`src/rst_source_tracker_regs.vh`:
```
// Purpose: constants of the reset source tracker
// Assumes: included by bare name, once per file
// Notes: byte addresses on the register bus
`ifndef RST_SOURCE_TRACKER_REGS_VH
`define RST_SOURCE_TRACKER_REGS_VH
// ==========================================
// Register map
`define RST_ADDR_W 4
`define RST_ADDR_STATUS 4'h0
// ==========================================
// Field positions of reset_cause_status
`define RST_BIT_IRQ_PRIORITY_LEVELS_ON 7
`define RST_BIT_UNUSED 6
`define RST_BIT_CM 5
`define RST_BIT_RI 4
`define RST_BIT_TO 3
`define RST_BIT_PD 2
`define RST_BIT_POR 1
`define RST_BIT_BOR 0
`define RST_STATUS_RESET 8'h3c
`define RST_STATUS_WMASK 8'hb3
// ==========================================
// Timing
`define RST_CLK_PERIOD_NS 4
`define RST_FILTER_NS 20
`define RST_FILTER_CYC \
	((`RST_FILTER_NS + `RST_CLK_PERIOD_NS - 1) / `RST_CLK_PERIOD_NS)
`define RST_POWERUP_TIMER_BITS 11
`define RST_POWERUP_TIMER_COUNT 2048
`define RST_HOLD_CYC 8
`endif

```
`src/rst_source_tracker.v`:
```
// Purpose: reset cause tracking and core reset sequencing
// Assumes: one clock clk_i at 250 MHz, classic Wishbone slave
// Notes: pin, supply and RC clock inputs pass a 3-flop chain
//        hardware events win over a same-cycle software write
//        timer length counts RC edges; sim may shorten POWERUP_TIMER_COUNT
`include "rst_source_tracker_regs.vh"
`default_nettype none

module rst_source_tracker #(
	parameter CFG_W = 16,
	parameter FILTER_CYC = `RST_FILTER_CYC,
	parameter POWERUP_TIMER_BITS = `RST_POWERUP_TIMER_BITS,
	parameter POWERUP_TIMER_COUNT = `RST_POWERUP_TIMER_COUNT,
	parameter HOLD_CYC = `RST_HOLD_CYC
) (
	input wire clk_i,
	input wire rst_i,
	input wire [`RST_ADDR_W-1:0] wb_adr_i,
	input wire [31:0] wb_dat_i,
	output reg [31:0] wb_dat_o,
	input wire wb_we_i,
	input wire [3:0] wb_sel_i,
	input wire wb_cyc_i,
	input wire wb_stb_i,
	output reg wb_ack_o,
	input wire external_reset_pin_n_i,
	output reg external_reset_pin_o,
	output reg external_reset_pin_oe_o,
	input wire power_on_i,
	input wire brownout_i,
	input wire regulator_enable_pin_i,
	input wire internal_rc_clock_i,
	input wire [CFG_W-1:0] cfg_word_i,
	input wire [CFG_W-1:0] cfg_shadow_i,
	input wire reset_instr_i,
	input wire watchdog_clear_instr_i,
	input wire sleep_instr_i,
	input wire watchdog_timeout_i,
	output reg core_reset_o,
	output reg cfg_reload_o,
	output reg irq_priority_levels_on_o
);

	// ==========================================
	// Terminal counts
	// Worked out at full width, then cut to the counter widths;
	// a POWERUP_TIMER_COUNT above 2**POWERUP_TIMER_BITS would wrap, so keep them paired
	localparam [31:0] POWERUP_TIMER_LAST_W = POWERUP_TIMER_COUNT - 1;
	localparam [31:0] FILT_LAST_W = FILTER_CYC - 1;
	localparam [31:0] HOLD_LOAD_W = HOLD_CYC;
	localparam [POWERUP_TIMER_BITS-1:0] POWERUP_TIMER_LAST = POWERUP_TIMER_LAST_W[POWERUP_TIMER_BITS-1:0];
	localparam [7:0] FILT_LAST = FILT_LAST_W[7:0];
	localparam [3:0] HOLD_LOAD = HOLD_LOAD_W[3:0];

	// ==========================================
	// Input synchronisers

	reg [2:0] pin_s_q;
	reg [2:0] por_s_q;
	reg [2:0] bo_s_q;
	reg [2:0] reg_s_q;
	reg [2:0] rc_s_q;
	reg por_q;
	reg bo_q;
	reg reg_en_q;

	// Three stages; only stages two and three are looked at
	always @(posedge clk_i) begin
		if (rst_i) begin
			pin_s_q <= 3'h7;
			por_s_q <= 3'h0;
			bo_s_q <= 3'h0;
			reg_s_q <= 3'h0;
			rc_s_q <= 3'h0;
		end else begin
			pin_s_q <= {pin_s_q[1:0], external_reset_pin_n_i};
			por_s_q <= {por_s_q[1:0], power_on_i};
			bo_s_q <= {bo_s_q[1:0], brownout_i};
			reg_s_q <= {reg_s_q[1:0], regulator_enable_pin_i};
			rc_s_q <= {rc_s_q[1:0], internal_rc_clock_i};
		end
	end

	// New level of a chain: taken only once stages two and three agree,
	// so a bit caught mid-change in stage one never counts
	function settle;
		input [2:0] chain;
		input prev;
		if (chain[1] == chain[2])
			settle = chain[2];
		else
			settle = prev;
	endfunction

	// Levels of the supply inputs; all three share one rule
	always @(posedge clk_i) begin
		if (rst_i) begin
			por_q <= 1'b0;
			bo_q <= 1'b0;
			reg_en_q <= 1'b0;
		end else begin
			por_q <= settle(por_s_q, por_q);
			bo_q <= settle(bo_s_q, bo_q);
			reg_en_q <= settle(reg_s_q, reg_en_q);
		end
	end

	// Brown-out only counts with the regulator on
	wire bo_act = bo_q & reg_en_q;
	wire rc_edge = rc_s_q[1] & ~rc_s_q[2];

	// ==========================================
	// Pin glitch filter
	reg [7:0] filt_q;
	reg pin_low_q;

	// Low must stay for the whole filter span to count
	// Trade-off: a real pin reset is seen some cycles late
	always @(posedge clk_i) begin
		if (rst_i) begin
			filt_q <= 8'h00;
			pin_low_q <= 1'b0;
		end else if (pin_s_q[1] != pin_s_q[2]) begin
			filt_q <= 8'h00;
		end else if (pin_s_q[2] == pin_low_q) begin
			if (filt_q == FILT_LAST) begin
				pin_low_q <= ~pin_low_q;
				filt_q <= 8'h00;
			end else begin
				filt_q <= filt_q + 8'h01;
			end
		end else begin
			filt_q <= 8'h00;
		end
	end

	// ==========================================
	// Mismatch check and pulse sources
	reg [3:0] hold_q;
	reg core_q;
	wire cm_evt;
	wire pulse_evt;

	// Skipped in reset: the words are being reloaded then
	// Costs one compare per config bit, every cycle
	assign cm_evt = (cfg_word_i != ~cfg_shadow_i) & ~core_q;
	assign pulse_evt = cm_evt | reset_instr_i | watchdog_timeout_i;

	// Fixed hold for one-shot sources; a pin reset lasts only as long as the filtered pin stays low
	// A pulse inside the hold reloads it, so bursts merge into one reset
	always @(posedge clk_i) begin
		if (rst_i)
			hold_q <= 4'h0;
		else if (pulse_evt)
			hold_q <= HOLD_LOAD;
		else if (hold_q != 4'h0)
			hold_q <= hold_q - 4'h1;
	end

	// ==========================================
	// Power-up timer
	reg [POWERUP_TIMER_BITS-1:0] pt_cnt_q;
	reg pt_run_q;

	// Held at zero during power-on or brown-out, then counts
	// Counts RC edges, so its span follows the RC clock, not clk_i
	always @(posedge clk_i) begin
		if (rst_i) begin
			pt_cnt_q <= {POWERUP_TIMER_BITS{1'b0}};
			pt_run_q <= 1'b1;
		end else if (por_q | bo_act) begin
			pt_cnt_q <= {POWERUP_TIMER_BITS{1'b0}};
			pt_run_q <= 1'b1;
		end else if (pt_run_q & rc_edge) begin
			if (pt_cnt_q == POWERUP_TIMER_LAST)
				pt_run_q <= 1'b0;
			else
				pt_cnt_q <= pt_cnt_q + 1'b1;
		end
	end

	// ==========================================
	// Core reset and reload strobe
	wire core_d = por_q | bo_act | pin_low_q | pt_run_q |
		(hold_q != 4'h0) | pulse_evt;

	// Pin is never driven: the timer runs independent of it
	// Any new reset source must be ORed into core_d as well
	always @(posedge clk_i) begin
		if (rst_i) begin
			core_q <= 1'b1;
			core_reset_o <= 1'b1;
			cfg_reload_o <= 1'b0;
			external_reset_pin_o <= 1'b0;
			external_reset_pin_oe_o <= 1'b0;
		end else begin
			core_q <= core_d;
			core_reset_o <= core_d;
			cfg_reload_o <= core_q & ~core_d;
			external_reset_pin_o <= 1'b0;
			external_reset_pin_oe_o <= 1'b0;
		end
	end

	// ==========================================
	// Status register
	reg [7:0] stat_q;
	reg [7:0] stat_d;
	wire wb_req = wb_cyc_i & wb_stb_i & ~wb_ack_o;
	wire hit = (wb_adr_i == `RST_ADDR_STATUS);
	// Write lands at the edge the master samples ack, not a cycle early
	wire wr = wb_cyc_i & wb_stb_i & wb_ack_o & wb_we_i & hit &
		wb_sel_i[0];

	// Software first, hardware events after so they win
	// Bit 6 is forced last so that no path can set it
	always @* begin
		stat_d = stat_q;
		if (wr)
			stat_d = (stat_q & ~`RST_STATUS_WMASK) |
				(wb_dat_i[7:0] & `RST_STATUS_WMASK);
		if (watchdog_clear_instr_i) begin
			stat_d[`RST_BIT_TO] = 1'b1;
			stat_d[`RST_BIT_PD] = 1'b1;
		end
		if (sleep_instr_i) begin
			stat_d[`RST_BIT_TO] = 1'b1;
			stat_d[`RST_BIT_PD] = 1'b0;
		end
		if (watchdog_timeout_i)
			stat_d[`RST_BIT_TO] = 1'b0;
		if (reset_instr_i)
			stat_d[`RST_BIT_RI] = 1'b0;
		if (cm_evt)
			stat_d[`RST_BIT_CM] = 1'b0;
		if (bo_act)
			stat_d[`RST_BIT_BOR] = 1'b0;
		if (por_q) begin
			stat_d[`RST_BIT_CM] = 1'b1;
			stat_d[`RST_BIT_RI] = 1'b1;
			stat_d[`RST_BIT_TO] = 1'b1;
			stat_d[`RST_BIT_PD] = 1'b1;
			stat_d[`RST_BIT_POR] = 1'b0;
			stat_d[`RST_BIT_IRQ_PRIORITY_LEVELS_ON] = 1'b0;
			stat_d[`RST_BIT_BOR] = 1'b0;
		end
		if (~reg_en_q)
			stat_d[`RST_BIT_BOR] = 1'b0;
		stat_d[`RST_BIT_UNUSED] = 1'b0;
	end

	// Logic reset acts as a power-up
	always @(posedge clk_i) begin
		if (rst_i) begin
			stat_q <= `RST_STATUS_RESET;
			irq_priority_levels_on_o <= 1'b0;
		end else begin
			stat_q <= stat_d;
			irq_priority_levels_on_o <= stat_d[`RST_BIT_IRQ_PRIORITY_LEVELS_ON];
		end
	end

	// ==========================================
	// Wishbone answer
	// One wait state; unmapped reads return zero
	// Ack drops the cycle after it is given, even if stb stays high
	always @(posedge clk_i) begin
		if (rst_i) begin
			wb_ack_o <= 1'b0;
			wb_dat_o <= 32'h00000000;
		end else begin
			wb_ack_o <= wb_req;
			if (wb_req & ~wb_we_i & hit)
				wb_dat_o <= {24'h000000, stat_q};
			else
				wb_dat_o <= 32'h00000000;
		end
	end

endmodule

`default_nettype wire

```
`config.mk`:
```
export PLATFORM = sky130hd
export DESIGN_NAME = rst_source_tracker
export DESIGN_NICKNAME = d
export VERILOG_FILES = /design/src/rst_source_tracker.v
export VERILOG_INCLUDE_DIRS = /design/src
export SDC_FILE = /design/constraint.sdc
export NUM_CORES = 1
export LEC_CHECK = 0
export BUFFER_PORTS_ARGS = -buffer_cell sky130_fd_sc_hd__buf_2
export CORE_MARGIN = 4
export CORE_UTILIZATION = 40
export CTS_CLUSTER_SIZE = 25
export DETAILED_ROUTE_END_ITERATION = 10
export PLACE_DENSITY = 0.73
export SLEW_MARGIN = 20
export SYNTH_ARGS = -nofsm -noshare
export SYNTH_HDL_FRONTEND = slang
export SYNTH_SLANG_ARGS = --single-unit
export TNS_END_PERCENT = 10
```
`constraint.sdc`:
```
create_clock -name clk_i -period 1.75 [get_ports clk_i]
set_input_delay 0.35 -clock clk_i [delete_from_list [all_inputs] [get_ports clk_i]]
set_output_delay 0.35 -clock clk_i [all_outputs]
set_load 0.02 [all_outputs]
```
==> metrics, run 1 <==
post-synthesis compound-gate area fraction=0.0959; WS Path Type=flip-flop to flip-flop; Async SR Flop Fraction=0; DP HPWL=3.90 mm; cells after synthesis=284; largest net degree at the start of global routing=21; Area Growth Syn to Fin=21.7%; final critical-path share of the clock period=0.926; Die H=89.4 um; clock buffer depth=2; grt total ovfl=0; GPL Wtd Cong=0.737; DRT Pass-1 Iters=4; clk_lat worst skew=0.33 ns; Max Fclk=617 MHz; Main synth FF type=dfxtp_1; PD cells=867 mW/mm^2; fin. max-slew vios=0; Wirelength per Cell=11.0 um; setup bufs post-CTS=0; CP arrival=1.84 ns; outcome=finished clean; Initial Util=0.415; VDD IR-drop max=586 uV; Mapped Area=0.00265 sq mm; crit-path max FO=14; dpl cells=432; fillcell total=617; Worst-path clk slew=0.06 ns; mux contribution to synthesized area=0.0189; initial antenna violation count=0; maxcap violations=0; crit path launch=pt_cnt_q[0]$_SDFFE_PP0P_; IO Port Bufs=66; Vias=2081; vias in the first global route=1921; post-synthesis simple-gate area fraction=0.223; CP startpoint kind=flip-flop; CTS Hold Bufs=0; Core Footprint=0.00639 sq mm; Starting DRT DRC Count=90; RSZ-0062 raised after global routing=false; DRT antenna net count=0; die area=0.00798 sq mm; Register Area=0.00120 sq mm; nets=457; combinational family with the most area after synthesis=simple AND/OR/NAND/NOR gates; Req. time, crit path=1.97 ns; Finished Layout Cells=448; most common cell after layout, fill and taps aside=buf_2; Netlist cell types=47; CTS tree=yes; Worst R2R Start=pt_cnt_q[0]$_SDFFE_PP0P_; reg2reg setup slack=0.13 ns; average instance area after synthesis=9.32 sq um; num rows=29; adder-cell share of the synthesized area=0.0236; first-pass GRT wire length=8.00 mm; leakage power=1.33 nW; most frequent cells in the layout=buf_2, dfxtp_1, conb_1; GRT Overall Usage=0.131; final hold vios=0; CP Capture Point=pt_cnt_q[0]$_SDFFE_PP0P_; CTS sink count=60; layout cells sized above 1=0.272; H-tree levels=3; R2R depth=6; YS warnings=0; Pwr Total=2.79 mW; drt drc=0; worst hold path type=input pin to flip-flop; minimum clock period=1.62 ns; antenna fix cells=0; XOR/XNOR Fraction of Synth Area=0.0860; number of synthesized flops with an enable pin=0; die span in x=89.4 um; reg2reg end=pt_cnt_q[0]$_SDFFE_PP0P_; Post-Route WL=4.91 mm; register area share after synthesis=0.454; footprint of the multi-input gates=0.00129 sq mm; root buf cell=clkbuf_8; CP endpoint kind=flip-flop; post-CTS resize count=0; Seq cells post-synth=60; worst clock skew=0.00398 ns; Setup Viol. Count Final=0; CTS buffer count=9; I/O pins=124; Vias/cell=4.65
[cells by family (layout without fill, tap and decap cells)]
logic type | count (synthesis) | count (layout)
buffers and inverters | 41 | 102
adder cells (fa/ha/maj) | 5 | 5
XOR/XNOR | 26 | 26
multiplexers | 5 | 5
AO/OA/AOI/OAI | 39 | 39
AND/OR/NAND/NOR | 107 | 107
flip-flops | 60 | 60
other | 1 | 27
[flip-flops by register name, summed over array words and instances, names as in the netlist]
| signal | cells |
|---|---|
| pt_cnt_q | 11 |
| filt_q | 8 |
| wb_dat_o | 7 |
| stat_q | 6 |
| hold_q | 4 |
| bo_s_q | 3 |
| pin_s_q | 3 |
| por_s_q | 3 |
| rc_s_q | 3 |
| reg_s_q | 3 |
| bo_q | 1 |
| cfg_reload_o | 1 |
| core_q | 1 |
| irq_priority_levels_on_o | 1 |
| pin_low_q | 1 |
| por_q | 1 |
| pt_run_q | 1 |
| reg_en_q | 1 |
| wb_ack_o | 1 |
[worst max-delay path, stage by stage, from the launching register on]
cell	delay, ns
dfxtp_1	0.39
ha_2	0.23
inv_1	0.07
o41ai_2	0.37
buf_4	0.25
xor2_1	0.16
nor2_1	0.05
[final cells by class]
| cell class | count | share of cell area |
|---|---|---|
| clock inverters | 5 | 0.0163 |
| well taps | 77 | 0.0299 |
| clock buffers | 11 | 0.0408 |
| flip-flops and latches | 60 | 0.373 |
| multi-input cells | 209 | 0.402 |
| inverters | 9 | 0.0105 |
| repair buffers | 77 | 0.128 |
[where the power goes]
group	switching, mW	internal, mW	leakage, nW
sequential	0.0136	1.39	0.488
clock	0.495	0.650	0.0931
combinational	0.136	0.108	0.751
[through the flow]
step	TNS [ns]	utilization	worst slack [ns]	hold slack, ns	area, sq um
after global routing	0	0.505	0.0184	0.179	3220
after detailed placement	-0.284	0.475	-0.0892	0.397	3030
final	0	0.505	0.130	0.198	3220
after global placement	-0.145	0.475	-0.0501	0.391	3030
after floorplan	0	-	0.0753	0.389	2750
after CTS	0	0.503	0.0554	0.178	3210
[cells in the mapped netlist, types with 2 or more instances]
cell      count  area share
a211oi_1      2      0.0057
a21oi_1      11       0.021
and2_1        8       0.019
and3_1        3      0.0071
buf_2         2      0.0038
buf_4        27       0.077
clkbuf_1      2      0.0028
dfxtp_1      60        0.45
ha_1          5       0.024
inv_1         9       0.013
mux2i_1       5       0.019
nand2_1      13       0.018
nand3_1      13       0.025
nand4_1       4      0.0095
nor2_1       20       0.028
nor2b_1      12       0.028
nor3_1        9       0.017
nor3b_1       2      0.0057
nor4_1        4      0.0095
o21ai_0      11       0.021
o21ai_1       2      0.0038
o31ai_1       2      0.0057
or2_2         3      0.0071
or3_1         7       0.017
or4_1         2      0.0057
xnor2_1      19       0.063
xor2_1        7       0.023
[metal layers]
metal | vias up | global-route usage | part of all wire
met3 | 6 | 0.0553 | 0.063
met5 | - | 0 | 0
li1 | 1095 | - | -
met2 | 51 | 0.226 | 0.50
met4 | 0 | 0.0528 | 0.013
met1 | 929 | 0.141 | 0.42
[worst min-delay path by stage]
stage | start | to | cells after the start
after CTS | external_reset_pin_n_i | pin_s_q[0]$_SDFF_PP1_ | 2
after global routing | external_reset_pin_n_i | pin_s_q[0]$_SDFF_PP1_ | 2
final | external_reset_pin_n_i | pin_s_q[0]$_SDFF_PP1_ | 2
after detailed placement | pin_s_q[0]$_SDFF_PP1_ | pin_s_q[1]$_SDFF_PP1_ | 1
after floorplan | pin_s_q[0]$_SDFF_PP1_ | pin_s_q[1]$_SDFF_PP1_ | 1
after global placement | pin_s_q[0]$_SDFF_PP1_ | pin_s_q[1]$_SDFF_PP1_ | 1
(Power assumes the default switching activity.)
==> run 2: changes to the inputs <==
--- a/config.mk
+++ b/config.mk
@@ -11,7 +11,7 @@
 export CORE_UTILIZATION = 40
 export CTS_CLUSTER_SIZE = 25
 export DETAILED_ROUTE_END_ITERATION = 10
-export PLACE_DENSITY = 0.73
+export PLACE_DENSITY = 0.7
 export SLEW_MARGIN = 20
 export SYNTH_ARGS = -nofsm -noshare
 export SYNTH_HDL_FRONTEND = slang
==> run 2 against run 1 <==
Compared with the run above:
- clock skew shrank 0.0011 ns
- non-clock buffer count is the same
- wire length decreased by 2.4%
- global-route usage is essentially flat
- setup slack better by 0.041 ns
- die area did not move
- hold slack gained 0.0029 ns
- power fell by 3.1%
- critical path depth fell by 1
- final area fell by 0.19%
- critical path type unchanged
==> metrics, run 2 (synthesis gave the netlist of run 1 again) <==
outcome=finished clean; grt total ovfl=0 (unchanged); first-pass GRT wire length=8.03 mm (+0.43%); CTS Hold Bufs=0 (unchanged); Hold Path Origin=external_reset_pin_n_i; CTS tree=yes; CP endpoint kind=flip-flop; most frequent cells in the layout=buf_2, dfxtp_1, conb_1; CP Buf/Inv Count=1 (-1); vias in the first global route=1890 (-1.6%); Die H=89.4 um (unchanged); antenna fix cells=0 (unchanged); minimum clock period=1.58 ns (-0.0408 ns); worst clock skew=0.00286 ns (-0.00112 ns); Max Fclk=633 MHz (+2.6%); CTS buffer count=9 (unchanged); GRT Overall Usage=0.131 (+0.000331); Setup Viol. Count Final=0 (unchanged); Layout Utilization=0.504 (-0.000979); number of flip-flops in the largest register=11 (unchanged); biggest regs=pt_cnt_q (11), filt_q (8), wb_dat_o (7); nets=457 (unchanged); drt drc=0 (unchanged); Core Footprint=0.00639 sq mm (unchanged); maxcap violations=0 (unchanged); CP startpoint kind=flip-flop; fin. max-slew vios=0 (unchanged); initial antenna violation count=0 (unchanged); PD cells=842 mW/mm^2 (-2.9%); Post-Route WL=4.79 mm (-2.4%); num rows=29 (unchanged); final hold vios=0 (unchanged); clk_lat worst skew=0.33 ns (about the same); crit-path max FO=7 (-7); hold_ws=0.201 ns (+0.00293 ns); dpl ws=-0.0350 ns (+0.0543 ns); largest net degree at the start of global routing=15 (-29%); CP delay by family, top=simple AND/OR/NAND/NOR gates; Largest Register=pt_cnt_q; layout cells sized above 1=0.273 (+0.000736); Req. time, crit path=2.01 ns (+0.04 ns); Vias=2086 (+0.24%); worst hold path type=input pin to flip-flop; Worst-path clk slew=0.06 ns (about the same); TNS Setup=0 ns (unchanged); DRT Pass-1 Iters=4 (unchanged); DP HPWL=3.73 mm (-4.2%); final critical-path share of the clock period=0.903 (-0.0233); max incr delay on CP=0.46 ns (+0.07 ns); Starting DRT DRC Count=60 (-33%); clock buffer depth=2 (unchanged); Vias/cell=4.67 (+0.46%); Critical Path Slowest Stage Cell=or4_1; die area=0.00798 sq mm (unchanged); GPL Wtd Cong=0.799 (+8.4%); most common cell after layout, fill and taps aside=buf_2; die span in x=89.4 um (unchanged); RSZ-0062 raised after global routing=false; Worst R2R Start=pt_run_q$_SDFFE_PP1P_; Initial Util=0.415 (unchanged); Wirelength per Cell=10.7 um (-2.2%); IO Port Bufs=66 (unchanged); crit path launch=pt_run_q$_SDFFE_PP1P_; CP cell instances=and3b_1 > o41ai_4 > buf_2 > or4_1 > a21oi_1; DRT antenna net count=0 (unchanged); leakage power=1.33 nW (-0.20%); root buf cell=clkbuf_8; Pwr Total=2.71 mW (-3.1%); WS Path Type=flip-flop to flip-flop; final worst slack=0.170 ns (+0.0408 ns); Area Growth Syn to Fin=21.5%; H-tree levels=3 (unchanged); VDD IR-drop max=817 uV (+39%); I/O pins=124 (unchanged); CP arrival=1.84 ns (about the same); CTS sink count=60 (unchanged)
run 2: worst register-to-register path, cell delays in order, from the launching register on:
cell and delay [ns]:
dfxtp_1 0.35, and3b_1 0.27, o41ai_4 0.12, buf_2 0.17
or4_1 0.46, a21oi_1 0.15
run 2: layout make-up:
| class | instances | area, sq um |
|---|---|---|
| clock buffers | 13 | 159 |
| clock inverters | 2 | 10.0 |
| fillers | 644 | 3170 |
| inverters | 9 | 33.8 |
| multi-input cells | 209 | 1310 |
| flip-flops and latches | 60 | 1200 |
| well taps | 77 | 96.3 |
| repair buffers | 77 | 410 |
run 2: what timing repair did:
item | CTS | global route
setup endpoints to repair | 0 | 11
gates resized for setup | 0 | 5
buffers inserted | 0 | 0
run 2: where the power goes:
part           internal (mW)  switching, mW  total (mW)
combinational          0.110          0.137       0.247
sequential              1.39         0.0131        1.41
clock                  0.579          0.477        1.06
run 2: worst paths after layout:
check	to	slack [ns]	cells after the start
setup reg to reg	pt_cnt_q[5]$_SDFFE_PP0P_	0.17	5
hold / removal	pin_s_q[0]$_SDFF_PP1_	0.20	2
setup / recovery	pt_cnt_q[5]$_SDFFE_PP0P_	0.17	5
hold reg to reg	pin_s_q[1]$_SDFF_PP1_	0.41	1
run 2: routing by layer:
layer,track usage,vias to the layer above,wire length (um)
met1,0.148,941,2090
met3,0.0479,8,350
met2,0.218,50,2270
li1,-,1087,-
met5,0,-,0
met4,0.0650,0,85
run 2: per-stage QoR:
step                instance area [sq um]  std cells
floorplan                            2750        310
global placement                     3020        431
detailed placement                   3020        431
CTS                                  3190        446
global route                         3220        447
finish                               3220        447
